`config.mk`:
```
export PLATFORM = sky130hd
export DESIGN_NAME = tsi_slave
export DESIGN_NICKNAME = d
export VERILOG_FILES = /design/src/verilog/tsi_sync.v /design/src/verilog/tsi_addr_sel.v /design/src/verilog/tsi_slave.v
export VERILOG_INCLUDE_DIRS = /design/src /design/src/shared
export SDC_FILE = /design/constraint.sdc
export NUM_CORES = 1
export LEC_CHECK = 0
export ABC_AREA = 1
export BUFFER_PORTS_ARGS = -buffer_cell sky130_fd_sc_hd__buf_2
export CAP_MARGIN = 20
export CORE_ASPECT_RATIO = 1.25
export CORE_UTILIZATION = 63
export CTS_BUF_LIST = sky130_fd_sc_hd__clkbuf_16
export DETAILED_ROUTE_END_ITERATION = 10
export PLACE_DENSITY_LB_ADDON = 0.15
export RECOVER_POWER = 25
export SETUP_SLACK_MARGIN = 0.4
export SLEW_MARGIN = 25
export SYNTH_ARGS = -nofsm -noshare
export SYNTH_HDL_FRONTEND = slang
export SYNTH_HIERARCHICAL = 1
export SYNTH_SLANG_ARGS = --single-unit
export TNS_END_PERCENT = 50
```
`constraint.sdc`:
```
create_clock -name clk_i -period 3.9 [get_ports clk_i]
set_input_delay 0.78 -clock clk_i [delete_from_list [all_inputs] [get_ports clk_i]]
set_output_delay 0.78 -clock clk_i [all_outputs]
set_load 0.01 [all_outputs]
```
`src/shared/tsi_defs.vh`:
```
// constants shared by the temperature sensor two-wire slave front end
`ifndef TSI_DEFS_VH
`define TSI_DEFS_VH
// register pointer offsets
`define TSI_PTR_RESET 8'h00
`define TSI_OFS_CONFIG1 8'h09
`define TSI_OFS_ONE_SHOT_TRIGGER 8'h0F
// field positions
`define TSI_SHUTDOWN_BIT 6
// reset values
`define TSI_CONFIG1_RESET 8'h00
// addresses of the strap variant
`define TSI_ADDR_FL_0 7'h1C
`define TSI_ADDR_FL_1 7'h1D
`define TSI_ADDR_0_FL 7'h1E
`define TSI_ADDR_1_FL 7'h1F
`define TSI_ADDR_FL_FL 7'h2A
`define TSI_ADDR_BASE 7'h4C
// factory preset addresses of the triple variant
`define TSI_ADDR_PRESET_A 7'h4C
`define TSI_ADDR_PRESET_B 7'h4D
// high speed master code pattern, upper five bits
`define TSI_HS_CODE_TOP 5'h01
// variant codes
`define TSI_VAR_STRAP 2'h0
`define TSI_VAR_POLARITY 2'h1
`define TSI_VAR_PRESET 2'h2
// polarity probe settle time in ns, and cycles at 40 ns
`define TSI_PROBE_NS 2000
`define TSI_CLK_NS 40
`define TSI_PROBE_CYC ((`TSI_PROBE_NS + `TSI_CLK_NS - 1) / `TSI_CLK_NS)
`endif

```
`src/verilog/tsi_sync.v`:
```
// two flip-flop synchroniser for a group of pin levels
`timescale 1ns/1ns
module tsi_sync #(
  parameter WIDTH = 2
) (
  // clock and reset
  input wire clk_i,
  input wire rst_i,
  // asynchronous levels and their synchronised copies
  input wire [WIDTH-1:0] async_i,
  output reg [WIDTH-1:0] sync_o
);
  reg [WIDTH-1:0] stage1; // first stage, read only by the second

  // reset to the bus idle level so no false start is seen
  always @(posedge clk_i) begin
    if (rst_i) begin
      stage1 <= {WIDTH{1'b1}};
      sync_o <= {WIDTH{1'b1}};
    end else begin
      stage1 <= async_i;
      sync_o <= stage1;
    end
  end
endmodule

```
`src/verilog/tsi_addr_sel.v`:
```
// slave address selection: straps, diode polarity probe or factory preset
`timescale 1ns/1ns
`include "tsi_defs.vh"
module tsi_addr_sel #(
  parameter [1:0] VARIANT = `TSI_VAR_STRAP,
  parameter [6:0] PRESET_ADDR = `TSI_ADDR_PRESET_A,
  parameter PROBE_CYC = `TSI_PROBE_CYC
) (
  // clock and reset
  input wire clk_i,
  input wire rst_i,
  // restart the probe (software reset)
  input wire restart_i,
  // strap levels, synchronised: high, low, and floating flag per pin
  input wire [1:0] strap_level_i,
  input wire [1:0] strap_float_i,
  // sensor pins pulled up near supply, synchronised (pins one to four)
  input wire [3:0] pin_high_i,
  // probe drive: current source and 0.6 v clamp per sensor pin
  output reg [3:0] probe_source_o,
  output reg [3:0] probe_clamp_o,
  // selected address and done flag
  output reg [6:0] addr_o,
  output reg done_o,
  // polarity: high means the even pin of the pair is the positive input
  output reg [1:0] pol_swap_o
);
  localparam S_P1 = 4'b0001; // drive first pin of a pair
  localparam S_P2 = 4'b0010; // drive second pin of a pair
  localparam S_NEXT = 4'b0100; // move to next channel
  localparam S_DONE = 4'b1000;
  reg [3:0] state;
  reg ch; // channel being probed
  reg [15:0] cnt; // settle counter
  // compare at full integer width so a large settle count is not cut short
  wire settled = ({16'h0000, cnt} == PROBE_CYC - 1);

  // strap mapping; unchanged when all probing is left out
  function [6:0] strap_map;
    input [1:0] lvl;
    input [1:0] flt;
    begin
      // a floating pin hides its level, whatever the comparator says
      if (flt == 2'b11)
        strap_map = `TSI_ADDR_FL_FL;
      else if (flt[1])
        strap_map = lvl[0] ? `TSI_ADDR_FL_1 : `TSI_ADDR_FL_0;
      else if (flt[0])
        strap_map = lvl[1] ? `TSI_ADDR_1_FL : `TSI_ADDR_0_FL;
      else
        strap_map = `TSI_ADDR_BASE | {5'h00, lvl};
    end
  endfunction

  // probe walk: pin one of the pair first, then pin two if needed
  always @(posedge clk_i) begin
    if (rst_i || restart_i) begin
      state <= S_P1;
      ch <= 1'b0;
      cnt <= 16'h0000;
      pol_swap_o <= 2'b00;
      probe_source_o <= 4'h0;
      probe_clamp_o <= 4'h0;
      done_o <= 1'b0;
      addr_o <= 7'h00;
    end else begin
      case (state)
        S_P1: begin
          probe_source_o <= ch ? 4'h4 : 4'h1;
          probe_clamp_o <= ch ? 4'h8 : 4'h2;
          cnt <= settled ? 16'h0000 : cnt + 16'h0001;
          if (settled) begin
            if (!pin_high_i[{ch, 1'b0}]) begin
              pol_swap_o[ch] <= 1'b0;
              state <= S_NEXT;
            end else begin
              state <= S_P2;
            end
          end
        end
        S_P2: begin
          probe_source_o <= ch ? 4'h8 : 4'h2;
          probe_clamp_o <= ch ? 4'h4 : 4'h1;
          cnt <= settled ? 16'h0000 : cnt + 16'h0001;
          if (settled) begin
            // both open: pin one stays positive, bit cleared
            pol_swap_o[ch] <= !pin_high_i[{ch, 1'b1}];
            state <= S_NEXT;
          end
        end
        S_NEXT: begin
          probe_source_o <= 4'h0;
          probe_clamp_o <= 4'h0;
          ch <= 1'b1;
          state <= ch ? S_DONE : S_P1;
        end
        S_DONE: begin
          done_o <= 1'b1;
          if (VARIANT == `TSI_VAR_POLARITY)
            addr_o <= `TSI_ADDR_BASE | {5'h00, pol_swap_o[0], pol_swap_o[1]};
          else if (VARIANT == `TSI_VAR_PRESET)
            addr_o <= PRESET_ADDR;
          else
            addr_o <= strap_map(strap_level_i, strap_float_i);
        end
        default: state <= S_P1;
      endcase
    end
  end
endmodule

```
`src/verilog/tsi_slave.v`:
```
// two-wire slave front end of a remote diode temperature monitor
//
// Overview of operation
// strap pins pick one of nine addresses
// diode polarity picks one of four addresses
// probe pin one; low means bit cleared
// else probe pin two; low sets bit
// both shorted or open: pin one, bit clear
// repeat probe on pins three and four
// channel two sets lsb, channel one next
// triple variant answers fixed preset address only
// first written byte loads register pointer
// pointer-only write accepted as pointer update
// reads use last written pointer, persisting
// msb first, high byte before low byte
// master ends reads with not-acknowledge
// master sends high-speed code after start
// high-speed code not acknowledged, filters switched
// high-speed kept until stop condition
// trigger write in shutdown starts one conversion
// trigger data byte discarded
// trigger ignored while conversion running
// shutdown is config one bit six
// pointer eight bits, resets to zero
// acknowledge own address and written bytes only
`timescale 1ns/1ns
`include "tsi_defs.vh"
module tsi_slave #(
  parameter [1:0] VARIANT = `TSI_VAR_STRAP,
  parameter [6:0] PRESET_ADDR = `TSI_ADDR_PRESET_A,
  parameter PROBE_CYC = `TSI_PROBE_CYC
) (
  // clock and reset
  input wire clk_i,
  input wire rst_i,
  // two-wire bus pins, open drain
  input wire scl_i,
  input wire sda_i,
  output reg sda_o,
  output reg sda_oe_n_o,
  // address straps
  input wire address_select_upper_i,
  input wire address_select_upper_float_i,
  input wire address_select_lower_i,
  input wire address_select_lower_float_i,
  // sensor pins: near-supply comparators and probe drives
  input wire [3:0] sensor_pin_high_i,
  output reg [3:0] probe_source_o,
  output reg [3:0] probe_clamp_o,
  // register file side: read data, write strobe, software reset
  input wire [15:0] reg_rdata_i,
  input wire reg_two_byte_i,
  output reg [7:0] reg_ptr_o,
  output reg reg_wr_o,
  output reg [7:0] reg_wdata_o,
  input wire soft_reset_i,
  // conversion engine
  input wire conv_busy_i,
  output reg conv_start_o,
  output reg shutdown_control_o,
  // filter mode and selected address
  output reg hs_mode_o,
  output reg [6:0] slave_addr_o,
  output reg addr_valid_o
);
  localparam ST_IDLE = 5'b00001; // waiting for start
  localparam ST_RX = 5'b00010; // shifting in a byte
  localparam ST_ACK = 5'b00100; // ack slot of received byte
  localparam ST_TX = 5'b01000; // shifting out a byte
  localparam ST_MACK = 5'b10000; // master ack slot after sent byte

  wire [1:0] bus_s; // synchronised scl, sda
  wire [3:0] strap_s; // synchronised strap levels and float flags
  wire [3:0] pin_s; // synchronised sensor comparators
  wire [6:0] sel_addr;
  wire sel_done;
  wire [3:0] src;
  wire [3:0] clm;
  reg scl_d; // previous synchronised scl
  reg sda_d; // previous synchronised sda
  reg [4:0] state;
  reg [7:0] shreg; // byte shift register
  reg [3:0] bitcnt; // bits handled in current byte
  reg is_read; // current transfer direction
  reg first_byte; // next received data byte is the pointer
  reg addr_phase; // next received byte is an address
  reg ack_this; // drive ack for current byte
  reg low_next; // next sent byte is the low half
  reg [7:0] config1; // shutdown bit lives here

  tsi_sync #(.WIDTH(2)) u_bus_sync (
    .clk_i(clk_i),
    .rst_i(rst_i),
    .async_i({scl_i, sda_i}),
    .sync_o(bus_s)
  );

  tsi_sync #(.WIDTH(8)) u_pin_sync (
    .clk_i(clk_i),
    .rst_i(rst_i),
    .async_i({address_select_upper_float_i, address_select_lower_float_i,
              address_select_upper_i, address_select_lower_i, sensor_pin_high_i}),
    .sync_o({strap_s, pin_s})
  );

  tsi_addr_sel #(
    .VARIANT(VARIANT),
    .PRESET_ADDR(PRESET_ADDR),
    .PROBE_CYC(PROBE_CYC)
  ) u_addr (
    .clk_i(clk_i),
    .rst_i(rst_i),
    .restart_i(soft_reset_i),
    .strap_level_i(strap_s[1:0]),
    .strap_float_i(strap_s[3:2]),
    .pin_high_i(pin_s),
    .probe_source_o(src),
    .probe_clamp_o(clm),
    .addr_o(sel_addr),
    .done_o(sel_done),
    .pol_swap_o()
  );

  wire scl = bus_s[1];
  wire sda = bus_s[0];
  wire scl_rise = scl && !scl_d;
  wire scl_fall = !scl && scl_d;
  wire start_cond = scl && scl_d && sda_d && !sda; // falling sda, scl high
  wire stop_cond = scl && scl_d && !sda_d && sda; // rising sda, scl high
  wire [7:0] rx_byte = {shreg[6:0], sda};
  // byte that goes out next: high half first
  wire [7:0] tx_byte = low_next ? reg_rdata_i[7:0] : reg_rdata_i[15:8];

  // edge history of the synchronised bus
  always @(posedge clk_i) begin
    if (rst_i) begin
      scl_d <= 1'b1;
      sda_d <= 1'b1;
    end else begin
      scl_d <= scl;
      sda_d <= sda;
    end
  end

  // registered copies of the selected address and probe drives
  always @(posedge clk_i) begin
    if (rst_i) begin
      slave_addr_o <= 7'h00;
      addr_valid_o <= 1'b0;
      probe_source_o <= 4'h0;
      probe_clamp_o <= 4'h0;
    end else begin
      slave_addr_o <= sel_addr;
      addr_valid_o <= sel_done;
      probe_source_o <= src;
      probe_clamp_o <= clm;
    end
  end

  // protocol engine: bytes, acks, pointer and register writes
  always @(posedge clk_i) begin
    if (rst_i || soft_reset_i) begin
      state <= ST_IDLE;
      shreg <= 8'h00;
      bitcnt <= 4'h0;
      is_read <= 1'b0;
      first_byte <= 1'b0;
      addr_phase <= 1'b0;
      ack_this <= 1'b0;
      low_next <= 1'b0;
      sda_o <= 1'b1;
      sda_oe_n_o <= 1'b1;
      reg_ptr_o <= `TSI_PTR_RESET;
      reg_wr_o <= 1'b0;
      reg_wdata_o <= 8'h00;
      conv_start_o <= 1'b0;
      config1 <= `TSI_CONFIG1_RESET;
      shutdown_control_o <= 1'b0;
      hs_mode_o <= 1'b0;
    end else begin
      reg_wr_o <= 1'b0;
      conv_start_o <= 1'b0;
      shutdown_control_o <= config1[`TSI_SHUTDOWN_BIT];
      if (stop_cond) begin
        state <= ST_IDLE;
        sda_oe_n_o <= 1'b1;
        hs_mode_o <= 1'b0;
      end else if (start_cond) begin
        // repeated start keeps the pointer
        state <= ST_RX;
        bitcnt <= 4'h0;
        addr_phase <= 1'b1;
        sda_oe_n_o <= 1'b1;
      end else begin
        case (state)
          ST_IDLE: sda_oe_n_o <= 1'b1;
          ST_RX: begin
            if (scl_rise) begin
              shreg <= rx_byte;
              bitcnt <= bitcnt + 4'h1;
            end
            if (scl_fall && bitcnt == 4'h8) begin
              bitcnt <= 4'h0;
              ack_this <= 1'b0;
              state <= ST_ACK;
              if (addr_phase) begin
                addr_phase <= 1'b0;
                if (shreg[7:3] == `TSI_HS_CODE_TOP) begin
                  hs_mode_o <= 1'b1; // no ack, wait for next start
                  state <= ST_IDLE;
                end else if (addr_valid_o && shreg[7:1] == slave_addr_o) begin
                  ack_this <= 1'b1;
                  is_read <= shreg[0];
                  first_byte <= !shreg[0];
                  low_next <= 1'b0;
                  sda_o <= 1'b0;
                  sda_oe_n_o <= 1'b0;
                end else begin
                  state <= ST_IDLE; // other address ignored
                end
              end else begin
                ack_this <= 1'b1;
                sda_o <= 1'b0;
                sda_oe_n_o <= 1'b0;
                if (first_byte) begin
                  reg_ptr_o <= shreg;
                  first_byte <= 1'b0;
                end else begin
                  reg_wr_o <= 1'b1;
                  reg_wdata_o <= shreg;
                  if (reg_ptr_o == `TSI_OFS_CONFIG1)
                    config1 <= shreg;
                  // data value dropped; busy conversions win over trigger
                  if (reg_ptr_o == `TSI_OFS_ONE_SHOT_TRIGGER &&
                      config1[`TSI_SHUTDOWN_BIT] && !conv_busy_i)
                    conv_start_o <= 1'b1;
                end
              end
            end
          end
          ST_ACK: begin
            if (scl_fall) begin
              if (is_read) begin
                // pointer is not touched by reads
                sda_o <= tx_byte[7];
                sda_oe_n_o <= 1'b0;
                shreg <= {tx_byte[6:0], 1'b0};
                bitcnt <= 4'h1;
                low_next <= reg_two_byte_i && !low_next;
                state <= ST_TX;
              end else begin
                sda_oe_n_o <= 1'b1;
                state <= ST_RX;
              end
            end
          end
          ST_TX: begin
            if (scl_fall) begin
              if (bitcnt == 4'h8) begin
                sda_oe_n_o <= 1'b1;
                state <= ST_MACK;
              end else begin
                sda_o <= shreg[7];
                shreg <= {shreg[6:0], 1'b0};
                bitcnt <= bitcnt + 4'h1;
              end
            end
          end
          ST_MACK: begin
            if (scl_rise) begin
              // not-acknowledge ends the read
              state <= sda ? ST_IDLE : ST_ACK;
            end
          end
          default: state <= ST_IDLE;
        endcase
      end
    end
  end
endmodule

```
* Word level (Yosys, flattened, before mapping)
Cells that the tools add are included.
** Cells by class
- Muxes and demuxes :: 71
- Div/mod/pow operators :: 0
- $add $sub $neg :: 2
- Eq/ne operators :: 42
- Shift-type cells :: 0
- Reduce and logical (&&, ||, !) cells :: 47
- Bitwise gates (word level) :: 9
- $mul :: 0
- Magnitude comparators :: 1
** Operators by type and width (number)
- 4-bit 2-to-1 mux :: 12
- 8-bit 2-to-1 mux :: 6
- 4-bit one-hot mux with 3 select lines :: 3
- 6-bit AND reduction :: 5
- 1-bit 2-to-1 mux :: 28
- 7-bit AND reduction :: 4
- 3-bit != test, second input constant :: 9
- 2-bit != test, second input constant :: 13
- 5-bit 2-to-1 mux :: 5
- 5-bit one-hot mux with 5 select lines :: 1
- 8-bit one-hot mux with 3 select lines :: 1
- 7-bit 2-to-1 mux :: 3
- 3-bit 2-to-1 mux :: 6
- 16-bit by 1-bit adder with 16-bit output, second input constant :: 1
- 16-bit by 6-bit equality test with 1-bit output, second input constant :: 1
- 8-bit by 4-bit equality test with 1-bit output, second input constant :: 2
- 16-bit 2-to-1 mux :: 1
- 4-bit one-hot mux with 4 select lines :: 1
- 1-bit logical AND :: 12
- 5-bit by 1-bit equality test with 1-bit output, second input constant :: 2
- 10-bit AND reduction :: 1
- 1-bit inverter :: 9
- 9-bit AND reduction :: 1
- 4-bit equality test, second input constant :: 2
- other kinds (29) :: 43
** Storage, ports and cells
- Bits in writable memories :: 0
- Input port bits :: 31
- Memories :: 0
- Register bits :: 125
- Word-level logic and storage cells :: 206
- Bits in latches :: 0
- Memory bits (read-only) :: 0

* Logic depth before layout (Yosys ltp)
Gate-level depths: netlist (run 1).
- Depth after elaboration :: 8
- Depth in mapped cells :: 13
- Mapped depth without buffers :: 12

* Modules after synthesis
Netlist (run 1), hierarchy kept.
** Modules (own cells, without submodules)
- tsi_slave :: cells each 423, area an instance 2965.3 sq um, times used 1, sequential area each 1241.2 sq um
- tsi_addr_sel :: cells each 271, area an instance 1849.3 sq um, times used 1, sequential area each 680.7 sq um
- tsi_sync at u_pin_sync :: cells each 50, area an instance 455.4 sq um, times used 1, sequential area each 320.3 sq um
- tsi_sync at u_bus_sync :: cells each 13, area an instance 116.4 sq um, times used 1, sequential area each 80.1 sq um

* Worst setup path before layout (run 1)
OpenSTA, ideal clock, no wires.
- Path type :: input to register
- From :: input rst_i
- To :: register config1[6]
- Stages :: 6
- Setup time :: 70 ps
- Slack :: 2142 ps
- Required time :: 3830 ps
- Arrival :: 1688 ps
- Cell sequence :: clkbuf_1 nor2_1 clkbuf_1 buf_2 o21ai_0 a21oi_1
** On the way
- Word-level cells in the longest chain between the ends :: 1
** Ends and longest elaborated chain
- start, declared :: RTL line tsi_slave.v:35 : input wire rst_i,
- 1-bit logical OR :: RTL line tsi_slave.v:162 : if (rst_i || soft_reset_i) begin
- end signal, assigned :: RTL line tsi_slave.v:177 : config1 <= `TSI_CONFIG1_RESET;
- end signal, assigned :: RTL line tsi_slave.v:232 : config1 <= shreg;
- end, declared :: RTL line tsi_slave.v:89 : reg [7:0] config1;
No other way between the ends.
A chain may end at the register's enable or synchronous reset.

==> flow_summary.yaml, run 1 <==
cells_and_area:
  final_cells: 874
  diodes: 0
  drive_gt1_frac: 0.169
  fillers: 654
  nNetsFinal: 811
  final_core_util: 0.731
  syn_to_final_growth_pct: 11.9
routing:
  wl_per_cell_um: 12.6
  antenna_left: 0
  drc: 0
  wl_um: 11000
  vias: 4602
  drtIter0Drc: 212
  vias_per_cell: 5.27
  first_pass_iters: 5
worst_setup_path:
  cpPeakStageDelay_ns: 0.35
  path_cells: "clkbuf_1, nor2_1, buf_4, inv_1, nor2_1, nand2_1, inv_1, o21ai_1, a21oi_1"
  arrival_ns: 2.64
  end_kind: "flip-flop"
  path_buf_inv: 4
  worstSetupPathType: "in -> reg"
  cp_top_family: "buffers and inverters"
  required_ns: 4.19
  start_kind: "input pin"
  critPathSlowestCell: "nor2_1"
  worstPathMaxFanout: 29
place:
  place_congestion: 0.911
  dp_hpwl_um: 8280
  port_buffers: 66
  dp_cells: 858
floorplanning:
  ios: 69
  die_x_um: 82.6
  coreArea_mm2: 0.00784
  die_y_um: 103
  dieArea_mm2: 0.00850
  row_count: 36
  initial_core_util: 0.653
job:
  cap_violations: 0
synth:
  netlist_area_mm2: 0.00512
  synth_nets: 752
  syn_inst: 715
  avgSynthCellArea_um2: 7.16
  yosys_warnings: 6
grt:
  grt_pass1_wl_um: 18100
  antenna_found_initial: 0
  track_usage: 0.278
  grt_overflow: 0
  grt_pass1_vias: 4306
  grt_max_degree: 30
sta:
  slew_headroom: 0.473
  finalSetupViolations: 0
  hold_viol: 0
  finalMaxSlewViolations: 0
  tns_ns: 0
  fin_crit_sh: 0.604
  fmax_mhz: 424
  rsz0062_at_grt: "no"
  timing.hold.ws_ns: 0.417
  finClkSkew_ns: 0.0113
  layout_min_cycle_time_ns: 2.36
  worst_pin_slew_ns: 0.791
clock_tree:
  cts_buffer_depth: 2
  postCtsSetupRepairBufs: 0
  post_cts_resized: 0
  clock_latency_ns: 0.35
  htreeDepth: 3
  clk_pin_slew_worst_paths_ns: 0.08
  cts_tree: "done"
  hold_buffers: 0
  root_buffer: "clkbuf_16"
  cts-buffers-inserted: 9
  cts.sinks: 110
status:
  status: "completed"
pwr:
  total_power_mw: 2.17
  power_leakage_nw: 2.60
  vdd_drop_max_mv: 0.405
  p_per_area_mw_per_mm2: 379
worst_hold_path:
  hold_class: "reg -> reg"
## tightest hold or removal path: stages, from the launching register on
cell and delay [ns]:
dfxtp_1 0.32, inv_1 0.05, nand2_2 0.04
## per-stage QoR
stage               setup WS (ns)  area [um2]
floorplan                    2.14        5120
global placement             1.51        5450
detailed placement           1.48        5450
CTS                          1.84        5730
global route                 1.33        5730
finish                       1.54        5730
## placed cells by master (no fill, tap or decap), types with 4 or more instances in the layout
cell,n
nand2_1,136
nor2_1,113
dfxtp_1,110
inv_1,100
buf_2,64
a21oi_1,45
nand3_1,40
o21ai_0,32
o21ai_1,16
nand4_1,12
inv_2,10
nand2_2,10
clkbuf_16,9
nor2_2,8
nor3_1,8
mux2i_1,7
ha_1,6
clkinv_4,5
xnor2_1,4
nand3_2,4
nor3b_1,4
## metal layers
metal | wire [um] | share of wire | track usage
met1 | 4460 | 0.40 | 0.294
met4 | 294 | 0.027 | 0.143
met3 | 372 | 0.034 | 0.0469
met2 | 5900 | 0.53 | 0.515
met5 | 0 | 0 | 0
## final cells by class
| type | instances | area, um2 | area share |
|---|---|---|---|
| clock buffers | 9 | 225 | 0.0393 |
| clock inverters | 7 | 57.6 | 0.0100 |
| inverters | 115 | 447 | 0.0779 |
| multi-input cells | 471 | 2350 | 0.409 |
| flip-flops and latches | 110 | 2200 | 0.384 |
| well taps | 95 | 119 | 0.0207 |
| repair buffers | 67 | 335 | 0.0585 |
## state kept, by name (all words and copies together) (netlist names), 2 cells and up
| name | cells |
|---|---|
| u_addr/probe_source_o | 3 |
| probe_source_o | 4 |
| bitcnt | 4 |
| u_pin_sync/stage1 | 6 |
| shreg | 8 |
| reg_wdata_o | 8 |
| u_bus_sync/stage1 | 2 |
| u_bus_sync/sync_o | 2 |
| probe_clamp_o | 4 |
| state | 5 |
| u_pin_sync/sync_o | 6 |
| u_addr/cnt | 16 |
| u_addr/addr_o | 7 |
| slave_addr_o | 7 |
| reg_ptr_o | 8 |
| u_addr/state | 4 |
## where the power goes
| group | total, mW | switching [mW] | internal (mW) |
|---|---|---|---|
| Combinational | 0.161 | 0.104 | 0.0575 |
| Clock | 0.856 | 0.415 | 0.441 |
| Sequential | 1.15 | 0.0134 | 1.14 |
| Total | 2.17 | 0.532 | 1.64 |
## worst paths after layout
| path | start | end | slack [ns] | cells after the start |
|---|---|---|---|---|
| hold / removal | u_bus_sync/stage1[0] | u_bus_sync/sync_o[0] | 0.42 | 2 |
| setup reg to reg | state[1] | bitcnt[1] | 1.85 | 11 |
| setup / recovery | rst_i | state[3] | 1.54 | 9 |
| hold reg to reg | u_bus_sync/stage1[0] | u_bus_sync/sync_o[0] | 0.42 | 2 |
Power figures use the tool's default switching activity.
==> inputs of run 2 (changes only) <==
- CORE_UTILIZATION: 63 -> 58
- clock period: 3.9 -> 2.4 ns (I/O delays scaled with it)
==> flow_summary.yaml, run 2 (synthesis results as in run 1) <==
status:
  status: "completed"
sta:
  slew_headroom: 0.615
  tns_ns: 0
  fin_crit_sh: 0.762
  rsz0062_at_grt: "no"
  worst_pin_slew_ns: 0.577
  hold_viol: 0
  setup_ws_ns: 0.571
  finalMaxSlewViolations: 0
  finClkSkew_ns: 0.00788
  fmax_mhz: 547
  layout_min_cycle_time_ns: 1.83
  finalSetupViolations: 0
pwr:
  seq_power_share: 0.517
  comb_power_share: 0.075
  vdd_drop_max_mv: 0.398
  switchingPower_mw: 0.866
  p_per_area_mw_per_mm2: 627
  power_switching_share: 0.239
  power_leakage_nw: 2.62
  p_clk_frac: 0.408
  internal_power_mw: 2.76
worst_setup_path:
  end_kind: "flip-flop"
  worstPathMaxFanout: 6
  required_ns: 2.64
  worstSetupPathType: "reg -> reg"
  arrival_ns: 2.07
  start_kind: "flip-flop"
routing:
  drtIter0Drc: 224
  first_pass_iters: 5
  vias: 4676
  vias_per_cell: 5.20
  antenna_left: 0
  wl_per_cell_um: 12.5
  wl_um: 11200
  drc: 0
floorplanning:
  die_x_um: 86.0
  die_y_um: 107
  initial_core_util: 0.611
  dieArea_mm2: 0.00921
  coreArea_mm2: 0.00838
  row_count: 37
  ios: 69
job:
  cap_violations: 0
clock_tree:
  cts_tree: "done"
  clk_pin_slew_worst_paths_ns: 0.07
  clock_latency_ns: 0.35
  post_cts_resized: 0
  cts_buffer_depth: 2
  cts-buffers-inserted: 9
  root_buffer: "clkbuf_16"
  hold_buffers: 0
  htreeDepth: 3
  cts.sinks: 110
  postCtsSetupRepairBufs: 0
grt:
  grt_overflow: 0
  grt_max_degree: 29
  track_usage: 0.257
  grt_pass1_wl_um: 18800
  antenna_found_initial: 0
  grt_pass1_vias: 4429
cells_and_area:
  drive_gt1_frac: 0.169
  diodes: 0
  largest_register_ffs: 16
  nNetsFinal: 814
  final_common_cell: "nand2_1"
  top_register: "u_addr/cnt"
  fillers: 692
  final_cell_mix: "136 x nand2_1, 113 x nor2_1, 110 x dfxtp_1"
  syn_to_final_growth_pct: 13.1
  multiInputGateArea_mm2: 0.00235
  final_core_util: 0.691
  regArea_mm2: 0.00220
place:
  port_buffers: 66
  place_congestion: 0.923
  dpl_worst_slack_ns: 0.538
  dp_hpwl_um: 8390
worst_hold_path:
  hold_class: "in -> reg"
[run 2: path summary, 6_finish.rpt]
check	startpoint	to	slack (ns)	cells after the start
worst min register to register	u_pin_sync/stage1[6]	u_pin_sync/sync_o[6]	0.41	2
worst max register to register	bitcnt[0]	state[1]	0.57	11
worst min-delay path	address_select_upper_i	u_pin_sync/stage1[5]	0.31	3
worst max-delay path	bitcnt[0]	state[1]	0.57	11
[run 2: area by class of cell]
class	count	share of cell area
clock buffer	9	0.0389
clock inverter	7	0.0125
tap	117	0.0253
multi-input combinational	471	0.405
sequential	110	0.380
timing repair buffer	70	0.0605
inverter	115	0.0774
[run 2: worst max-delay path, cell delays in order (launching register included)]
cell and delay (ns):
dfxtp_1 0.35, inv_1 0.09, ha_1 0.15, nand2_1 0.06, nor2_2 0.13, nand2_1 0.14, nand2_1 0.14, nand2_1 0.06
nor2_1 0.13, nand2_1 0.17, nor3b_1 0.24, nor2_1 0.07
[run 2: layer usage]
| layer | vias up | GRT usage | share of wire |
|---|---|---|---|
| li1 | 2382 | - | - |
| met1 | 2147 | 0.272 | 0.39 |
| met2 | 115 | 0.487 | 0.53 |
| met3 | 32 | 0.0454 | 0.048 |
| met4 | 0 | 0.114 | 0.027 |
| met5 | - | 0 | 0 |
[run 2: power by group through the flow]
stage | clock network, mW | logic (mW) | registers (mW)
after floorplan | 0 | 0.199 | 1.92
after global placement | 0 | 0.264 | 1.92
after global routing | 1.59 | 0.309 | 1.88
after CTS | 1.51 | 0.271 | 1.88
after detailed placement | 0 | 0.269 | 1.92
final | 1.48 | 0.273 | 1.88
[run 2: stage by stage]
step                instance area, um2  power [mW]  std cells  hold slack, ns
finish                            5790        3.63        899           0.306
floorplan                         5120        2.11        715           0.380
CTS                               5800        3.66        899           0.298
global placement                  5500        2.18        883           0.389
detailed placement                5500        2.19        883           0.393
global route                      5790        3.78        899           0.310
==> inputs of run 3 (changes only) <==
- CORE_UTILIZATION: 58 -> 52
- clock period: 2.4 -> 1.6 ns (I/O delays scaled with it)
==> flow_summary.yaml, run 3 (synthesis results as in run 1) <==
grt:
  grt_pass1_wl_um: 19400
  grt_use_met1: 0.257
  grt_pass1_vias: 4408
  grt_use_met2: 0.438
  grt_util_met3: 0.0356
  grt-busiest-layer: "met2"
  antenna_found_initial: 0
  track_usage: 0.237
  grt_max_degree: 29
  grt_overflow: 0
floorplanning:
  coreArea_mm2: 0.00961
  die_y_um: 113
  initial_core_util: 0.533
  die_x_um: 90.8
  row_count: 40
  ios: 69
  dieArea_mm2: 0.0103
place:
  port_buffers: 66
  dp_hpwl_um: 8580
  place_congestion: 0.936
cells_and_area:
  nNetsFinal: 864
  syn_to_final_growth_pct: 39.8
  regArea_mm2: 0.00228
  largest_register_ffs: 16
  final_cell_mix: "105 x nand2_1, 89 x inv_1, 85 x nor2_1"
  final_common_cell: "nand2_1"
  diodes: 0
  drive_gt1_frac: 0.424
  top_register: "u_addr/cnt"
  multiInputGateArea_mm2: 0.00312
  fillers: 728
pwr:
  switchingPower_mw: 1.50
  p_per_area_mw_per_mm2: 805
  p_clk_frac: 0.400
  power_switching_share: 0.260
  power_leakage_nw: 3.08
  comb_power_share: 0.111
  seq_power_share: 0.489
  internal_power_mw: 4.27
  vdd_drop_max_mv: 0.869
routing:
  antenna_left: 0
  vias: 4975
  wl_per_cell_um: 14.2
  first_pass_iters: 4
  wl_um: 13600
  vias_per_cell: 5.19
  drtIter0Drc: 194
  drc: 0
worst_setup_path:
  start_kind: "flip-flop"
  cpPeakStageDelay_ns: 0.33
  required_ns: 1.88
  critPathSlowestCell: "dfxtp_2"
  end_kind: "flip-flop"
  arrival_ns: 1.83
  worstPathMaxFanout: 8
  worstSetupPathType: "reg -> reg"
  path_cells: "inv_2, ha_4, nand2_2, nor2_4, nand2_4, inv_4, nand2_4, inv_8, nand3_4, inv_8, o21ai_2, a21oi_1"
clock_tree:
  cts_buffer_depth: 2
  cts_tree: "done"
  root_buffer: "clkbuf_16"
  clock_latency_ns: 0.35
  htreeDepth: 3
  cts.sinks: 110
  clk_pin_slew_worst_paths_ns: 0.08
  cts-buffers-inserted: 9
sta:
  slew_headroom: 0.484
  timing.hold.ws_ns: 0.146
  rsz0062_at_grt: "yes"
  hold_viol: 0
  finClkSkew_ns: 0.00627
  finalSetupViolations: 0
  fmax_mhz: 644
  finalMaxSlewViolations: 0
  layout_min_cycle_time_ns: 1.55
  worst_pin_slew_ns: 0.774
  tns_ns: 0
  fin_crit_sh: 0.971
worst_hold_path:
  hold_class: "in -> reg"
status:
  status: "completed"
job:
  cap_violations: 0
run 3: cell type report:
| type | count | area share |
|---|---|---|
| multi-input cells | 473 | 0.436 |
| flip-flops and latches | 110 | 0.318 |
| repair buffers | 116 | 0.110 |
| inverters | 115 | 0.0694 |
| clock buffers | 9 | 0.0315 |
| well taps | 126 | 0.0220 |
| clock inverters | 7 | 0.0112 |
| repair inverters | 2 | 0.00210 |
run 3: stage by stage:
stage	util	power, mW	std cells	instance area [um2]	setup WS, ns
floorplan	-	3.20	715	5190	0.121
finish	0.745	5.76	958	7160	0.0463
detailed placement	0.598	3.34	913	5740	-0.0318
global route	0.745	5.97	958	7160	-0.101
CTS	0.661	5.68	939	6350	0.0699
global placement	0.598	3.33	913	5740	0.0296
run 3: worst max-delay path: cells and delay by family, from the launching register on:
kind	cells	cell delay [ns]
AO/OA/AOI/OAI	2	0.19
adder cells (fa/ha/maj)	1	0.13
buffers and inverters	4	0.36
flip-flops	1	0.33
AND/OR/NAND/NOR	5	0.48
run 3: worst paths after layout:
path                                             start                    to  slack (ns)  cells after the start
worst min register to register    u_bus_sync/stage1[0]  u_bus_sync/sync_o[0]        0.41                      2
worst max register to register               bitcnt[0]          reg_ptr_o[5]        0.05                     12
worst max-delay path                         bitcnt[0]          reg_ptr_o[5]        0.05                     12
worst min-delay path            address_select_lower_i  u_pin_sync/stage1[4]        0.15                      3
run 3: routing by layer:
layer  routed length (um)  vias up
met5                    0        -
met4                  551        0
met3                  462       44
met2                 7260      121
met1                 5340     2329
li1                     -     2481
run 3: power groups by stage:
| stage | registers (mW) | clock network, mW | logic (mW) |
|---|---|---|---|
| 2_1_floorplan | 2.88 | 0 | 0.323 |
| 3_3_place_gp | 2.88 | 0 | 0.455 |
| 3_5_place_dp | 2.88 | 0 | 0.465 |
| 4_1_cts | 2.82 | 2.33 | 0.525 |
| 5_1_grt | 2.82 | 2.45 | 0.696 |
| 6_report | 2.82 | 2.31 | 0.640 |
run 3: repair_timing:
action / 4_1_cts / 5_1_grt
endpoints found under the setup margin: 76 / 85
gates resized for setup: 76 / 183
buffers inserted: 7 / 18
hold buffers: 0 / 0
endpoints found under the hold margin: 0 / 0
pin swaps: 24 / 72
gates cloned: 3 / 1
